**src/inc/tpc_pkg.sv**
```systemverilog
/*
  Shared constants for the sixteen-bit timer and PWM block: register
  offsets, field positions, reset values, source, mode and edge codes.
  Assumes an APB slave with 32-bit data and byte addresses.
*/
// Behaviour
// - Source select: none, bus, fixed, external
// - Bus clock source counts without synchroniser
// - Fixed clock synchronised only when loop engaged
// - External clock always synchronised to bus clock
// - Interrupt while overflow flag and enable set
// - Free run wraps 0xFFFF to 0, sets flag
// - Modulus wrap to zero sets overflow flag
// - Center mode turns at modulus, sets flag
// - Capture edge select sets channel flag, except in center mode
// - Output compare match sets channel flag
// - Edge PWM match marks duty end
// - Center PWM flags both duty matches
// - Channel flags cleared only by two steps
// - Counter write clears counter and prescaler
// - Debug halt freezes counter for reads
package tpc_pkg;
  localparam int TPC_NCH = 2;

  localparam logic [7:0] TPC_CTRL      = 8'h00;
  localparam logic [7:0] TPC_STAT      = 8'h04;
  localparam logic [7:0] TPC_MASK      = 8'h08;
  localparam logic [7:0] TPC_CNT       = 8'h0c;
  localparam logic [7:0] TPC_MOD       = 8'h10;
  localparam logic [7:0] TPC_CH_BASE   = 8'h14;
  localparam logic [7:0] TPC_CH_STEP   = 8'h08;
  localparam logic [7:0] TPC_CH_VALOFS = 8'h04;

  localparam int TPC_CTRL_CSS_LSB = 0;
  localparam int TPC_CTRL_PS_LSB  = 2;
  localparam int TPC_CTRL_CAS_BIT = 5;
  localparam int TPC_STAT_TOF_BIT = 0;
  localparam int TPC_STAT_CH_LSB  = 1;
  localparam int TPC_CHC_MODE_LSB = 0;
  localparam int TPC_CHC_EDGE_LSB = 2;

  localparam logic [1:0]  TPC_CSS_RST  = 2'h0;
  localparam logic [2:0]  TPC_PS_RST   = 3'h0;
  localparam logic [15:0] TPC_MOD_RST  = 16'h0000;
  localparam logic [15:0] TPC_CNT_RST  = 16'h0000;
  localparam logic [15:0] TPC_CNT_TOP  = 16'hffff;
  localparam logic [3:0]  TPC_CHC_RST  = 4'h0;
  localparam logic [6:0]  TPC_PRE_RST  = 7'h00;

  typedef enum logic [1:0] {
    TPC_SRC_NONE  = 2'b00,
    TPC_SRC_BUS   = 2'b01,
    TPC_SRC_FIXED = 2'b10,
    TPC_SRC_EXT   = 2'b11
  } tpc_src_t;

  typedef enum logic [1:0] {
    TPC_MODE_CAPT = 2'b00,
    TPC_MODE_CMP  = 2'b01,
    TPC_MODE_EPWM = 2'b10,
    TPC_MODE_OFF  = 2'b11
  } tpc_mode_t;

  typedef enum logic [1:0] {
    TPC_EDGE_OFF  = 2'b00,
    TPC_EDGE_RISE = 2'b01,
    TPC_EDGE_FALL = 2'b10,
    TPC_EDGE_ANY  = 2'b11
  } tpc_edge_t;
endpackage

```
**src/hdl/tpc_top.sv**
```systemverilog
/*
  Timer and PWM top: APB register file, clock source choice,
  prescaler, sixteen-bit main counter, overflow flag and channels.
  Assumes one 200 MHz core clock; pins are asynchronous to it.
*/
`timescale 1ns/10ps
module tpc_top (
  input  wire logic                       core_clk,
  input  wire logic                       reset,
  input  wire logic                       psel,
  input  wire logic                       penable,
  input  wire logic                       pwrite,
  input  wire logic [7:0]                 paddr,
  input  wire logic [31:0]                pwdata,
  input  wire logic [3:0]                 pstrb,
  output logic      [31:0]                prdata,
  output logic                            pready,
  output logic                            pslverr,
  input  wire logic                       ext_clk_pin,
  input  wire logic                       fixed_clk,
  input  wire logic                       loop_engaged,
  input  wire logic                       debug_halt_mode,
  input  wire logic [tpc_pkg::TPC_NCH-1:0] ch_pin_in,
  output logic      [tpc_pkg::TPC_NCH-1:0] ch_pin_out,
  output logic      [tpc_pkg::TPC_NCH-1:0] ch_pin_oe,
  output logic                            irq
);
  import tpc_pkg::*;

  typedef struct packed {
    logic [1:0]       css;
    logic [2:0]       ps;
    logic             cas;
    logic [TPC_NCH:0] mask;
    logic [15:0]      modv;
    logic [15:0]      cnt;
    logic [6:0]       pre;
    logic             up;
    logic             counter_overflow_flag;
    logic             tof_arm;
    logic             ext_q;
    logic             fix_q;
    logic [31:0]      rdata;
    logic             err;
  } tpc_top_st_t;
  tpc_top_st_t s, next_s;

  logic [TPC_NCH+1:0] sync_q;
  logic               ext_s, fix_s, ext_rise, fix_rise;
  logic [TPC_NCH-1:0] ch_s;

  logic               setup, wr, rd;
  logic               hit_ctrl, hit_stat, hit_mask, hit_cnt, hit_mod;
  logic [TPC_NCH-1:0] hit_chc, hit_chv;
  logic               mapped;
  logic [31:0]        rd_word;

  tpc_src_t           src;
  logic               src_tick, div_tick, adv, cnt_clr, tof_set;
  logic [6:0]         pmask;
  logic [15:0]        limit, cnt_next;
  logic               up_next;

  logic [3:0]         ch_ctrl [TPC_NCH];
  logic [15:0]        ch_val [TPC_NCH];
  logic [15:0]        ch_wval [TPC_NCH];
  logic [TPC_NCH-1:0] ch_flag, ch_wrc, ch_wrv, ch_arm, ch_wr0;

  // Byte-lane merge for a 16-bit register
  function automatic logic [15:0] merge16(
    input logic [15:0] old,
    input logic [15:0] data,
    input logic [1:0]  strb
  );
    merge16 = old;
    if (strb[0]) begin
      merge16[7:0] = data[7:0];
    end
    if (strb[1]) begin
      merge16[15:8] = data[15:8];
    end
  endfunction

  // Pins pass two flops before any logic sees them
  tpc_sync #(
    .W (TPC_NCH + 2)
  ) u_sync (
    .core_clk (core_clk),
    .reset    (reset),
    .d        ({ch_pin_in, fixed_clk, ext_clk_pin}),
    .q        (sync_q)
  );

  assign ext_s    = sync_q[0];
  assign fix_s    = sync_q[1];
  assign ch_s     = sync_q[TPC_NCH+1:2];
  assign ext_rise = ext_s && !s.ext_q;
  assign fix_rise = fix_s && !s.fix_q;

  // Zero-wait slave: data is fetched in the setup cycle
  assign setup  = psel && !penable;
  assign wr     = psel && penable && pwrite;
  assign rd     = psel && penable && !pwrite;
  assign pready = 1'b1;

  assign hit_ctrl = paddr == TPC_CTRL;
  assign hit_stat = paddr == TPC_STAT;
  assign hit_mask = paddr == TPC_MASK;
  assign hit_cnt  = paddr == TPC_CNT;
  assign hit_mod  = paddr == TPC_MOD;

  always_comb begin
    for (int i = 0; i < TPC_NCH; i++) begin
      hit_chc[i] = paddr == 8'(TPC_CH_BASE + i * TPC_CH_STEP);
      hit_chv[i] = paddr ==
                   8'(TPC_CH_BASE + i * TPC_CH_STEP + TPC_CH_VALOFS);
    end
  end

  assign mapped = hit_ctrl || hit_stat || hit_mask || hit_cnt ||
                  hit_mod || (|hit_chc) || (|hit_chv);

  always_comb begin
    rd_word = '0;
    if (hit_ctrl) begin
      rd_word[TPC_CTRL_CSS_LSB+:2] = s.css;
      rd_word[TPC_CTRL_PS_LSB+:3]  = s.ps;
      rd_word[TPC_CTRL_CAS_BIT]    = s.cas;
    end
    if (hit_stat) begin
      rd_word[TPC_STAT_TOF_BIT]            = s.counter_overflow_flag;
      rd_word[TPC_STAT_CH_LSB+:TPC_NCH]    = ch_flag;
    end
    if (hit_mask) begin
      rd_word[TPC_NCH:0] = s.mask;
    end
    if (hit_cnt) begin
      // Count stands still in debug halt, so this is the frozen value
      rd_word[15:0] = s.cnt;
    end
    if (hit_mod) begin
      rd_word[15:0] = s.modv;
    end
    for (int i = 0; i < TPC_NCH; i++) begin
      if (hit_chc[i]) begin
        rd_word[3:0] = ch_ctrl[i];
      end
      if (hit_chv[i]) begin
        rd_word[15:0] = ch_val[i];
      end
    end
  end

  // Clock source to prescaler input
  assign src = tpc_src_t'(s.css);

  always_comb begin
    unique case (src)
      TPC_SRC_NONE:  src_tick = 1'b0;
      TPC_SRC_BUS:   src_tick = 1'b1;
      // Unlocked fixed clock equals the bus clock, no sync stage
      TPC_SRC_FIXED: src_tick = loop_engaged ? fix_rise : 1'b1;
      TPC_SRC_EXT:   src_tick = ext_rise;
    endcase
  end

  assign cnt_clr  = wr && hit_cnt && (pstrb[0] || pstrb[1]);
  assign pmask    = 7'((7'h01 << s.ps) - 7'h01);
  assign div_tick = src_tick && !debug_halt_mode &&
                    ((s.pre & pmask) == pmask);
  assign adv      = div_tick && !cnt_clr;
  assign limit    = (s.modv == TPC_MOD_RST) ? TPC_CNT_TOP : s.modv;

  // Next count value and direction
  always_comb begin
    cnt_next = s.cnt;
    up_next  = s.up;
    tof_set  = 1'b0;
    if (cnt_clr) begin
      cnt_next = TPC_CNT_RST;
      up_next  = 1'b1;
    end else if (adv) begin
      if (!s.cas) begin
        if (s.cnt == limit) begin
          cnt_next = TPC_CNT_RST;
          tof_set  = 1'b1;
        end else begin
          cnt_next = s.cnt + 16'h0001;
        end
      end else if (s.up) begin
        // Turn down at the modulus; the period ends here
        if (s.cnt >= limit) begin
          cnt_next = s.cnt - 16'h0001;
          up_next  = 1'b0;
          tof_set  = 1'b1;
        end else begin
          cnt_next = s.cnt + 16'h0001;
        end
      end else if (s.cnt == TPC_CNT_RST) begin
        cnt_next = s.cnt + 16'h0001;
        up_next  = 1'b1;
      end else begin
        cnt_next = s.cnt - 16'h0001;
      end
    end
  end

  // Per-channel strobes from the bus
  always_comb begin
    for (int i = 0; i < TPC_NCH; i++) begin
      ch_wrc[i]  = wr && hit_chc[i] && pstrb[0];
      ch_wrv[i]  = wr && hit_chv[i] && (pstrb[0] || pstrb[1]);
      ch_wval[i] = hit_chc[i] ? pwdata[15:0] :
                   merge16(ch_val[i], pwdata[15:0], pstrb[1:0]);
      // Arm only on a one that the read really returned
      ch_arm[i]  = rd && hit_stat && s.rdata[TPC_STAT_CH_LSB + i];
      ch_wr0[i]  = wr && hit_stat && pstrb[0] &&
                   !pwdata[TPC_STAT_CH_LSB + i];
    end
  end

  genvar g;
  generate
    for (g = 0; g < TPC_NCH; g++) begin : gen_ch
      tpc_channel u_ch (
        .core_clk (core_clk),
        .reset    (reset),
        .cnt      (s.cnt),
        .cnt_next (cnt_next),
        .adv      (adv),
        .center   (s.cas),
        .pin_s    (ch_s[g]),
        .wr_ctrl  (ch_wrc[g]),
        .wr_val   (ch_wrv[g]),
        .wdata    (ch_wval[g]),
        .arm_rd   (ch_arm[g]),
        .wr_zero  (ch_wr0[g]),
        .ctrl     (ch_ctrl[g]),
        .val      (ch_val[g]),
        .flag     (ch_flag[g]),
        .pin_out  (ch_pin_out[g]),
        .pin_oe   (ch_pin_oe[g])
      );
    end
  endgenerate

  always_comb begin
    next_s       = s;
    next_s.ext_q = ext_s;
    next_s.fix_q = fix_s;
    next_s.cnt   = cnt_next;
    next_s.up    = up_next;
    if (cnt_clr) begin
      next_s.pre = TPC_PRE_RST;
    end else if (src_tick && !debug_halt_mode) begin
      next_s.pre = s.pre + 7'h01;
    end
    if (setup) begin
      next_s.rdata = pwrite ? 32'h0000_0000 : rd_word;
      next_s.err   = !mapped;
    end
    if (wr && hit_ctrl && pstrb[0]) begin
      next_s.css = pwdata[TPC_CTRL_CSS_LSB+:2];
      next_s.ps  = pwdata[TPC_CTRL_PS_LSB+:3];
      next_s.cas = pwdata[TPC_CTRL_CAS_BIT];
    end
    if (wr && hit_mask && pstrb[0]) begin
      next_s.mask = pwdata[TPC_NCH:0];
    end
    if (wr && hit_mod) begin
      next_s.modv = merge16(s.modv, pwdata[15:0], pstrb[1:0]);
    end
    // Set wins over a clear in the same cycle
    if (tof_set) begin
      next_s.counter_overflow_flag = 1'b1;
    end else if (wr && hit_stat && pstrb[0] && s.tof_arm &&
                 !pwdata[TPC_STAT_TOF_BIT]) begin
      next_s.counter_overflow_flag = 1'b0;
    end
    // Flag set at the setup edge was not seen, so it stays unarmed
    if (rd && hit_stat) begin
      next_s.tof_arm = s.rdata[TPC_STAT_TOF_BIT];
    end else if (wr && hit_stat && pstrb[0]) begin
      next_s.tof_arm = 1'b0;
    end
  end

  always_ff @(posedge core_clk) begin
    if (reset) begin
      s      <= '0;
      s.css  <= TPC_CSS_RST;
      s.ps   <= TPC_PS_RST;
      s.modv <= TPC_MOD_RST;
      s.cnt  <= TPC_CNT_RST;
      s.pre  <= TPC_PRE_RST;
      s.up   <= 1'b1;
    end else begin
      s <= next_s;
    end
  end

  assign prdata  = s.rdata;
  assign pslverr = s.err;
  // Level output, no pulse stretching
  assign irq = |({ch_flag, s.counter_overflow_flag} & s.mask);

  chk_stop_hold: assert property (@(posedge core_clk)
    disable iff (reset)
    (s.css == TPC_SRC_NONE && !cnt_clr) |=> s.cnt == $past(s.cnt)
  ) else $error("counter moved with no clock selected");

  chk_bus_direct: assert property (@(posedge core_clk)
    disable iff (reset)
    (s.css == TPC_SRC_BUS && s.ps == 3'h0 && !debug_halt_mode &&
     !cnt_clr && !s.cas && s.cnt != limit)
    |=> s.cnt == $past(s.cnt) + 16'h0001
  ) else $error("bus clock source did not count every cycle");

  chk_fixed_sync: assert property (@(posedge core_clk)
    disable iff (reset)
    (s.css == TPC_SRC_FIXED && loop_engaged && !fix_rise) |-> !src_tick
  ) else $error("engaged fixed clock ticked without synced edge");

  chk_ext_sync: assert property (@(posedge core_clk)
    disable iff (reset)
    (s.css == TPC_SRC_EXT) |-> (src_tick == (ext_s && !s.ext_q))
  ) else $error("external tick not from synced rising edge");

  chk_irq_level: assert property (@(posedge core_clk)
    disable iff (reset)
    (s.counter_overflow_flag && s.mask[0]) |-> irq
  ) else $error("overflow interrupt missing");

  chk_free_wrap: assert property (@(posedge core_clk)
    disable iff (reset)
    (adv && !s.cas && s.modv == TPC_MOD_RST && s.cnt == TPC_CNT_TOP)
    |=> s.cnt == TPC_CNT_RST && s.counter_overflow_flag
  ) else $error("free-running wrap wrong");

  chk_mod_wrap: assert property (@(posedge core_clk)
    disable iff (reset)
    (adv && !s.cas && s.modv != TPC_MOD_RST && s.cnt == s.modv)
    |=> s.cnt == TPC_CNT_RST && s.counter_overflow_flag
  ) else $error("modulus wrap wrong");

  chk_center_turn: assert property (@(posedge core_clk)
    disable iff (reset)
    (adv && s.cas && s.up && s.cnt == limit)
    |=> !s.up && s.counter_overflow_flag && s.cnt == $past(s.cnt) - 16'h0001
  ) else $error("center mode turn wrong");

  chk_cnt_clear: assert property (@(posedge core_clk)
    disable iff (reset)
    cnt_clr |=> s.cnt == TPC_CNT_RST && s.pre == TPC_PRE_RST
  ) else $error("counter write did not clear counter and prescaler");

  chk_halt_freeze: assert property (@(posedge core_clk)
    disable iff (reset)
    (debug_halt_mode && !cnt_clr) |=> $stable(s.cnt)
  ) else $error("counter moved during debug halt");

  chk_tof_hold: assert property (@(posedge core_clk)
    disable iff (reset)
    (s.counter_overflow_flag && !(wr && hit_stat && s.tof_arm)) |=> s.counter_overflow_flag
  ) else $error("overflow flag cleared without two steps");
endmodule

```
**src/hdl/tpc_sync.sv**
```systemverilog
/*
  Two-stage synchroniser for a group of pin levels.
  Assumes inputs are asynchronous levels; only stage two is read.
*/
`timescale 1ns/10ps
module tpc_sync #(
  parameter int W = 1
) (
  input  wire logic         core_clk,
  input  wire logic         reset,
  input  wire logic [W-1:0] d,
  output logic      [W-1:0] q
);
  typedef struct packed {
    logic [W-1:0] s1;
    logic [W-1:0] s2;
  } tpc_sync_st_t;
  tpc_sync_st_t s, next_s;

  always_comb begin
    next_s    = s;
    next_s.s1 = d;
    next_s.s2 = s.s1;
  end

  always_ff @(posedge core_clk) begin
    if (reset) begin
      s <= '0;
    end else begin
      s <= next_s;
    end
  end

  assign q = s.s2;
endmodule

```
**src/hdl/tpc_channel.sv**
```systemverilog
/*
  One timer channel: capture, compare and PWM, with its event flag.
  Assumes counter, advance strobe and synced pin from the timer core.
*/
`timescale 1ns/10ps
module tpc_channel (
  input  wire logic        core_clk,
  input  wire logic        reset,
  input  wire logic [15:0] cnt,
  input  wire logic [15:0] cnt_next,
  input  wire logic        adv,
  input  wire logic        center,
  input  wire logic        pin_s,
  input  wire logic        wr_ctrl,
  input  wire logic        wr_val,
  input  wire logic [15:0] wdata,
  input  wire logic        arm_rd,
  input  wire logic        wr_zero,
  output logic      [3:0]  ctrl,
  output logic      [15:0] val,
  output logic             flag,
  output logic             pin_out,
  output logic             pin_oe
);
  import tpc_pkg::*;

  typedef struct packed {
    logic [3:0]  ctrl;
    logic [15:0] val;
    logic        flag;
    logic        arm;
    logic        pin_q;
    logic        out;
  } tpc_ch_st_t;
  tpc_ch_st_t s, next_s;

  tpc_mode_t mode;
  tpc_edge_t esel;
  logic      rise, fall, cap, match;

  assign mode  = tpc_mode_t'(s.ctrl[TPC_CHC_MODE_LSB+:2]);
  assign esel  = tpc_edge_t'(s.ctrl[TPC_CHC_EDGE_LSB+:2]);
  assign rise  = pin_s && !s.pin_q;
  assign fall  = !pin_s && s.pin_q;
  // Center mode overrides the per-channel mode for capture, match and pin_out; pin_oe still follows it
  assign cap   = !center && mode == TPC_MODE_CAPT &&
                 ((esel == TPC_EDGE_RISE && rise) ||
                  (esel == TPC_EDGE_FALL && fall) ||
                  (esel == TPC_EDGE_ANY && (rise || fall)));
  assign match = adv && cnt_next == s.val &&
                 (center || mode == TPC_MODE_CMP ||
                  mode == TPC_MODE_EPWM);

  always_comb begin
    next_s       = s;
    next_s.pin_q = pin_s;
    if (wr_ctrl) begin
      next_s.ctrl = wdata[3:0];
    end
    if (wr_val) begin
      next_s.val = wdata;
    end
    if (cap) begin
      next_s.val = cnt;
    end
    if (cap || match) begin
      next_s.flag = 1'b1;
    end else if (wr_zero && s.arm) begin
      next_s.flag = 1'b0;
    end
    if (arm_rd) begin
      next_s.arm = s.flag;
    end else if (wr_zero) begin
      next_s.arm = 1'b0;
    end
    if (center || mode == TPC_MODE_EPWM) begin
      if (adv) begin
        next_s.out = cnt_next < s.val;
      end
    end else if (mode == TPC_MODE_CMP) begin
      if (match) begin
        next_s.out = !s.out;
      end
    end else begin
      next_s.out = 1'b0;
    end
  end

  always_ff @(posedge core_clk) begin
    if (reset) begin
      s <= '0;
    end else begin
      s <= next_s;
    end
  end

  assign ctrl    = s.ctrl;
  assign val     = s.val;
  assign flag    = s.flag;
  assign pin_out = s.out;
  // Edge select zero leaves the pin free for software compare
  assign pin_oe  = mode != TPC_MODE_CAPT && mode != TPC_MODE_OFF &&
                   esel != TPC_EDGE_OFF;

  chk_match_flag: assert property (@(posedge core_clk)
    disable iff (reset) match |=> s.flag
  ) else $error("compare match did not set flag");

  chk_capture_load: assert property (@(posedge core_clk)
    disable iff (reset) (cap && !wr_val) |=> s.flag && s.val == $past(cnt)
  ) else $error("capture did not load count and flag");

  chk_flag_hold: assert property (@(posedge core_clk)
    disable iff (reset) (s.flag && !(wr_zero && s.arm)) |=> s.flag
  ) else $error("channel flag cleared without two steps");
endmodule

```
**config.mk**
```make
export PLATFORM = sky130hd
export DESIGN_NAME = tpc_top
export DESIGN_NICKNAME = d
export VERILOG_FILES = /design/src/inc/tpc_pkg.sv /design/src/hdl/tpc_top.sv /design/src/hdl/tpc_sync.sv /design/src/hdl/tpc_channel.sv
export SDC_FILE = /design/constraint.sdc
export NUM_CORES = 1
export LEC_CHECK = 0
export ABC_AREA = 1
export BUFFER_PORTS_ARGS = -buffer_cell sky130_fd_sc_hd__buf_2
export CORE_UTILIZATION = 30
export DETAILED_ROUTE_END_ITERATION = 8
export PLACE_DENSITY = 0.45
export SLEW_MARGIN = 20
export SYNTH_ARGS = -nofsm -noshare
export SYNTH_HDL_FRONTEND = slang
export SYNTH_SLANG_ARGS = --single-unit
```
**constraint.sdc**
```tcl
create_clock -name core_clk -period 5.8 [get_ports core_clk]
set_clock_uncertainty 0.1 [all_clocks]
set_input_delay 0.29 -clock core_clk [delete_from_list [all_inputs] [get_ports core_clk]]
set_output_delay 0.29 -clock core_clk [all_outputs]
set_load 0.02 [all_outputs]
```
==> flow_metrics.py <==
metrics = {
    "worst_setup_path": {
        "critical_path.most_common_cell": "nand2_1",
        "slowest_stage": "nor4_1",
        "end_kind": "flop",
        "rr_startpoint": "s[62]",
        "r2r_cells": 27,
        "cp.required_ns": 6.01,
        "critical_path_arrival_ns": 5.32,
        "worstSetupStartpointType": "flop",
        "path_class": "reg -> reg",
        "path_max_fanout": 16,
        "r2r-end": "gen_ch[1].u_ch.pin_out",
        "cp-startpoint": "s[62]",
        "worstSetupEndpoint": "gen_ch[1].u_ch.pin_out",
        "r2r_slack_ns": 0.70,
        "critPathMaxStageDelay_ns": 0.38,
    },
    "sta": {
        "tightest_slew_ns": 1.016,
        "slew_headroom": 0.3201,
        "fin_setup_tns_ns": 0,
        "min_period_ns": 5.103,
        "max_clock_freq_ghz": 0.1960,
        "hold_viol_final": 0,
        "rsz0062_at_grt": "false",
        "fin_crit_sh": 0.8798,
        "slew_viol_final": 0,
        "setup_viol": 0,
    },
    "synthesis": {
        "synth_enable_flop_cells": 0,
        "synth_seq_cells": 126,
        "yosysSeqAreaShare": 0.2909,
        "ys_types": 52,
        "syn_inst": 1282,
        "async_flop_share": 0,
        "postSynthAreaPerCell_um2": 6.764,
        "synth_ff_type": "dfxtp_1",
        "yosysWarnings": 0,
        "synthesis.area_um2": 8671,
    },
    "pwr": {
        "peakVddDrop_mv": 0.1627,
        "p_total_mw": 2.110,
        "p_per_area_nw_per_um2": 218.1,
        "power_leakage_nw": 4.409,
    },
    "grt": {
        "grt-ovfl-total": 0,
        "grt_pass1_wl_mm": 43.65,
        "antenna_found_initial": 0,
        "grt_pass1_vias": 7745,
        "grtUsageTotal": 0.1975,
        "grt_max_degree": 68,
    },
    "clock_tree": {
        "cts_setup_buffers": 0,
        "cts.path.max_buffers": 2,
        "cts_max_level": 4,
        "numCtsBuffers": 17,
        "clk_pin_slew_ns": 0.06,
        "cts.sinks": 126,
        "clkLatencyLatePin_ns": 0.42,
        "cts_tree": "yes",
        "root_buffer": "clkbuf_16",
    },
    "drt": {
        "highest_layer": "met4",
        "firstDrtPassIters": 5,
        "dr.first_iter.drc_count": 499,
        "wirelength_met1_mm": 13.46,
        "post_drt_wl_per_cell_um": 16.66,
        "drt-total-wl_mm": 28.23,
        "viasPerCell": 4.894,
        "drc_errors": 0,
        "ant_nets": 0,
        "dr_total_vias": 8290,
        "wl_met2_mm": 13.34,
        "met3_length_um": 932,
    },
    "place": {
        "gp_congestion": 0.8418,
        "dp_hpwl_mm": 21.44,
        "io_buffers": 58,
        "dpl_cell_area_um2": 9020,
    },
    "cells_and_area": {
        "fillers": 3156,
        "mostFrequentLayoutCell": "nand2_1",
        "diodes": 0,
        "final_area_um2": 9671,
        "drive_above_1_share": 0.1193,
        "area_delta_synth_final_pct": 11.53,
        "fin_nets": 1419,
        "layout_common_cells": "nand2_1, inv_1, a21oi_1",
    },
    "die": {
        "fp-row-count": 61,
        "dieHeight_um": 172.0,
        "ioPinCount": 94,
        "start_util": 0.3087,
        "core_um2": 28090,
        "die_area_um2": 29590,
        "die_w_um": 172.0,
    },
    "min_path": {
        "hold_class": "in -> reg",
        "min_path_cells": 3,
    },
    "status": {
        "outcome": "finished clean",
    },
    "run": {
        "cap_violations": 0,
    },
}
-- cell families after synthesis --
family | count (synthesis) | synth area share
DFF | 126 | 0.2909
buffers and inverters | 247 | 0.1312
AOI/OAI and AO/OA | 315 | 0.2016
other | 2 | 0.0008661
xor gates and xnor gates | 23 | 0.02323
and+or+nand+nor | 508 | 0.2642
adders and majority gates | 61 | 0.08802
-- critical path: cells and delay by family (launching register included) --
family	cells	cell delay [ns]
AO/OA/AOI/OAI	1	0.12
adder cells (fa/ha/maj)	2	0.62
buffers and inverters	1	0.25
flip-flops	1	0.34
AND/OR/NAND/NOR	23	3.55
-- how the worst min path moves through the flow --
stage | startpoint | endpoint | slack (ns)
after floorplan | u_sync.next_s[0] | u_sync.q[0] | 0.29
after global routing | pwdata[7] | gen_ch[1].u_ch.val[7] | 0.08
final | pwdata[7] | gen_ch[1].u_ch.val[7] | 0.07
after CTS | pwdata[7] | gen_ch[1].u_ch.val[7] | 0.07
after global placement | u_sync.next_s[1] | u_sync.q[1] | 0.29
after detailed placement | u_sync.next_s[0] | u_sync.q[0] | 0.29
-- per-layer routing --
layer | vias to the layer above | track usage
li1 | 4246 | -
met1 | 3854 | 0.2612
met2 | 163 | 0.3359
met3 | 27 | 0.02472
met4 | 0 | 0.05310
met5 | - | 0
-- area by class of cell --
type                       count  area (um2)  share of cell area
multi-input combinational    924        5067              0.5240
clock buffer                  18       429.2             0.04438
inverter                     167       629.4             0.06508
tap                          378       473.0             0.04891
timing repair buffer          67       367.9             0.03804
clock inverter                14       181.4             0.01876
sequential                   126        2522              0.2608
-- synthesized netlist by cell type (6+ instances only) --
library cell	number	area share
nand2_1	267	0.12
inv_1	151	0.065
a21oi_1	139	0.080
dfxtp_1	126	0.29
o21ai_0	109	0.063
nor2_1	106	0.046
ha_1	61	0.088
nand3_1	45	0.026
buf_4	42	0.036
clkbuf_1	22	0.0095
nand4_1	22	0.016
xor2_1	22	0.022
o22ai_1	18	0.013
nor3_1	15	0.0087
inv_2	13	0.0056
nand3_2	12	0.014
buf_2	10	0.0058
nor2_2	10	0.0072
o21ai_1	10	0.0058
o221ai_1	7	0.0071
a31oi_1	6	0.0043
nor4_1	6	0.0043
-- power breakdown --
part / internal, mW / switching (mW)
Combinational: 0.0263 / 0.0716
Sequential: 0.869 / 0.00148
Clock: 0.686 / 0.455
-- registers in the layout, indices dropped and copies added, names as in the netlist --
register	flops
gen_ch.u_ch.ctrl	8
gen_ch.u_ch.flag	2
gen_ch.u_ch.pin_out	2
gen_ch.u_ch.s	4
gen_ch.u_ch.val	32
prdata	16
pslverr	1
s	51
src	2
u_sync.next_s	4
u_sync.q	4
-- stage by stage --
stage | worst slack, ns | std cells | hold WS (ns) | utilization
floorplan | 1.767 | 1297 | 0.2883 | -
global placement | 0.7491 | 1658 | 0.2933 | 0.3211
detailed placement | 0.6752 | 1658 | 0.2949 | 0.3211
CTS | 0.6726 | 1694 | 0.06508 | 0.3443
global route | 0.1197 | 1694 | 0.08165 | 0.3443
finish | 0.6971 | 1694 | 0.07013 | 0.3443
-- repair_timing --
item	4_1_cts	5_1_grt
hold buffers	4	0
endpoints found under the hold margin	4	0
resized for setup	0	0
(Power assumes the default switching activity.)
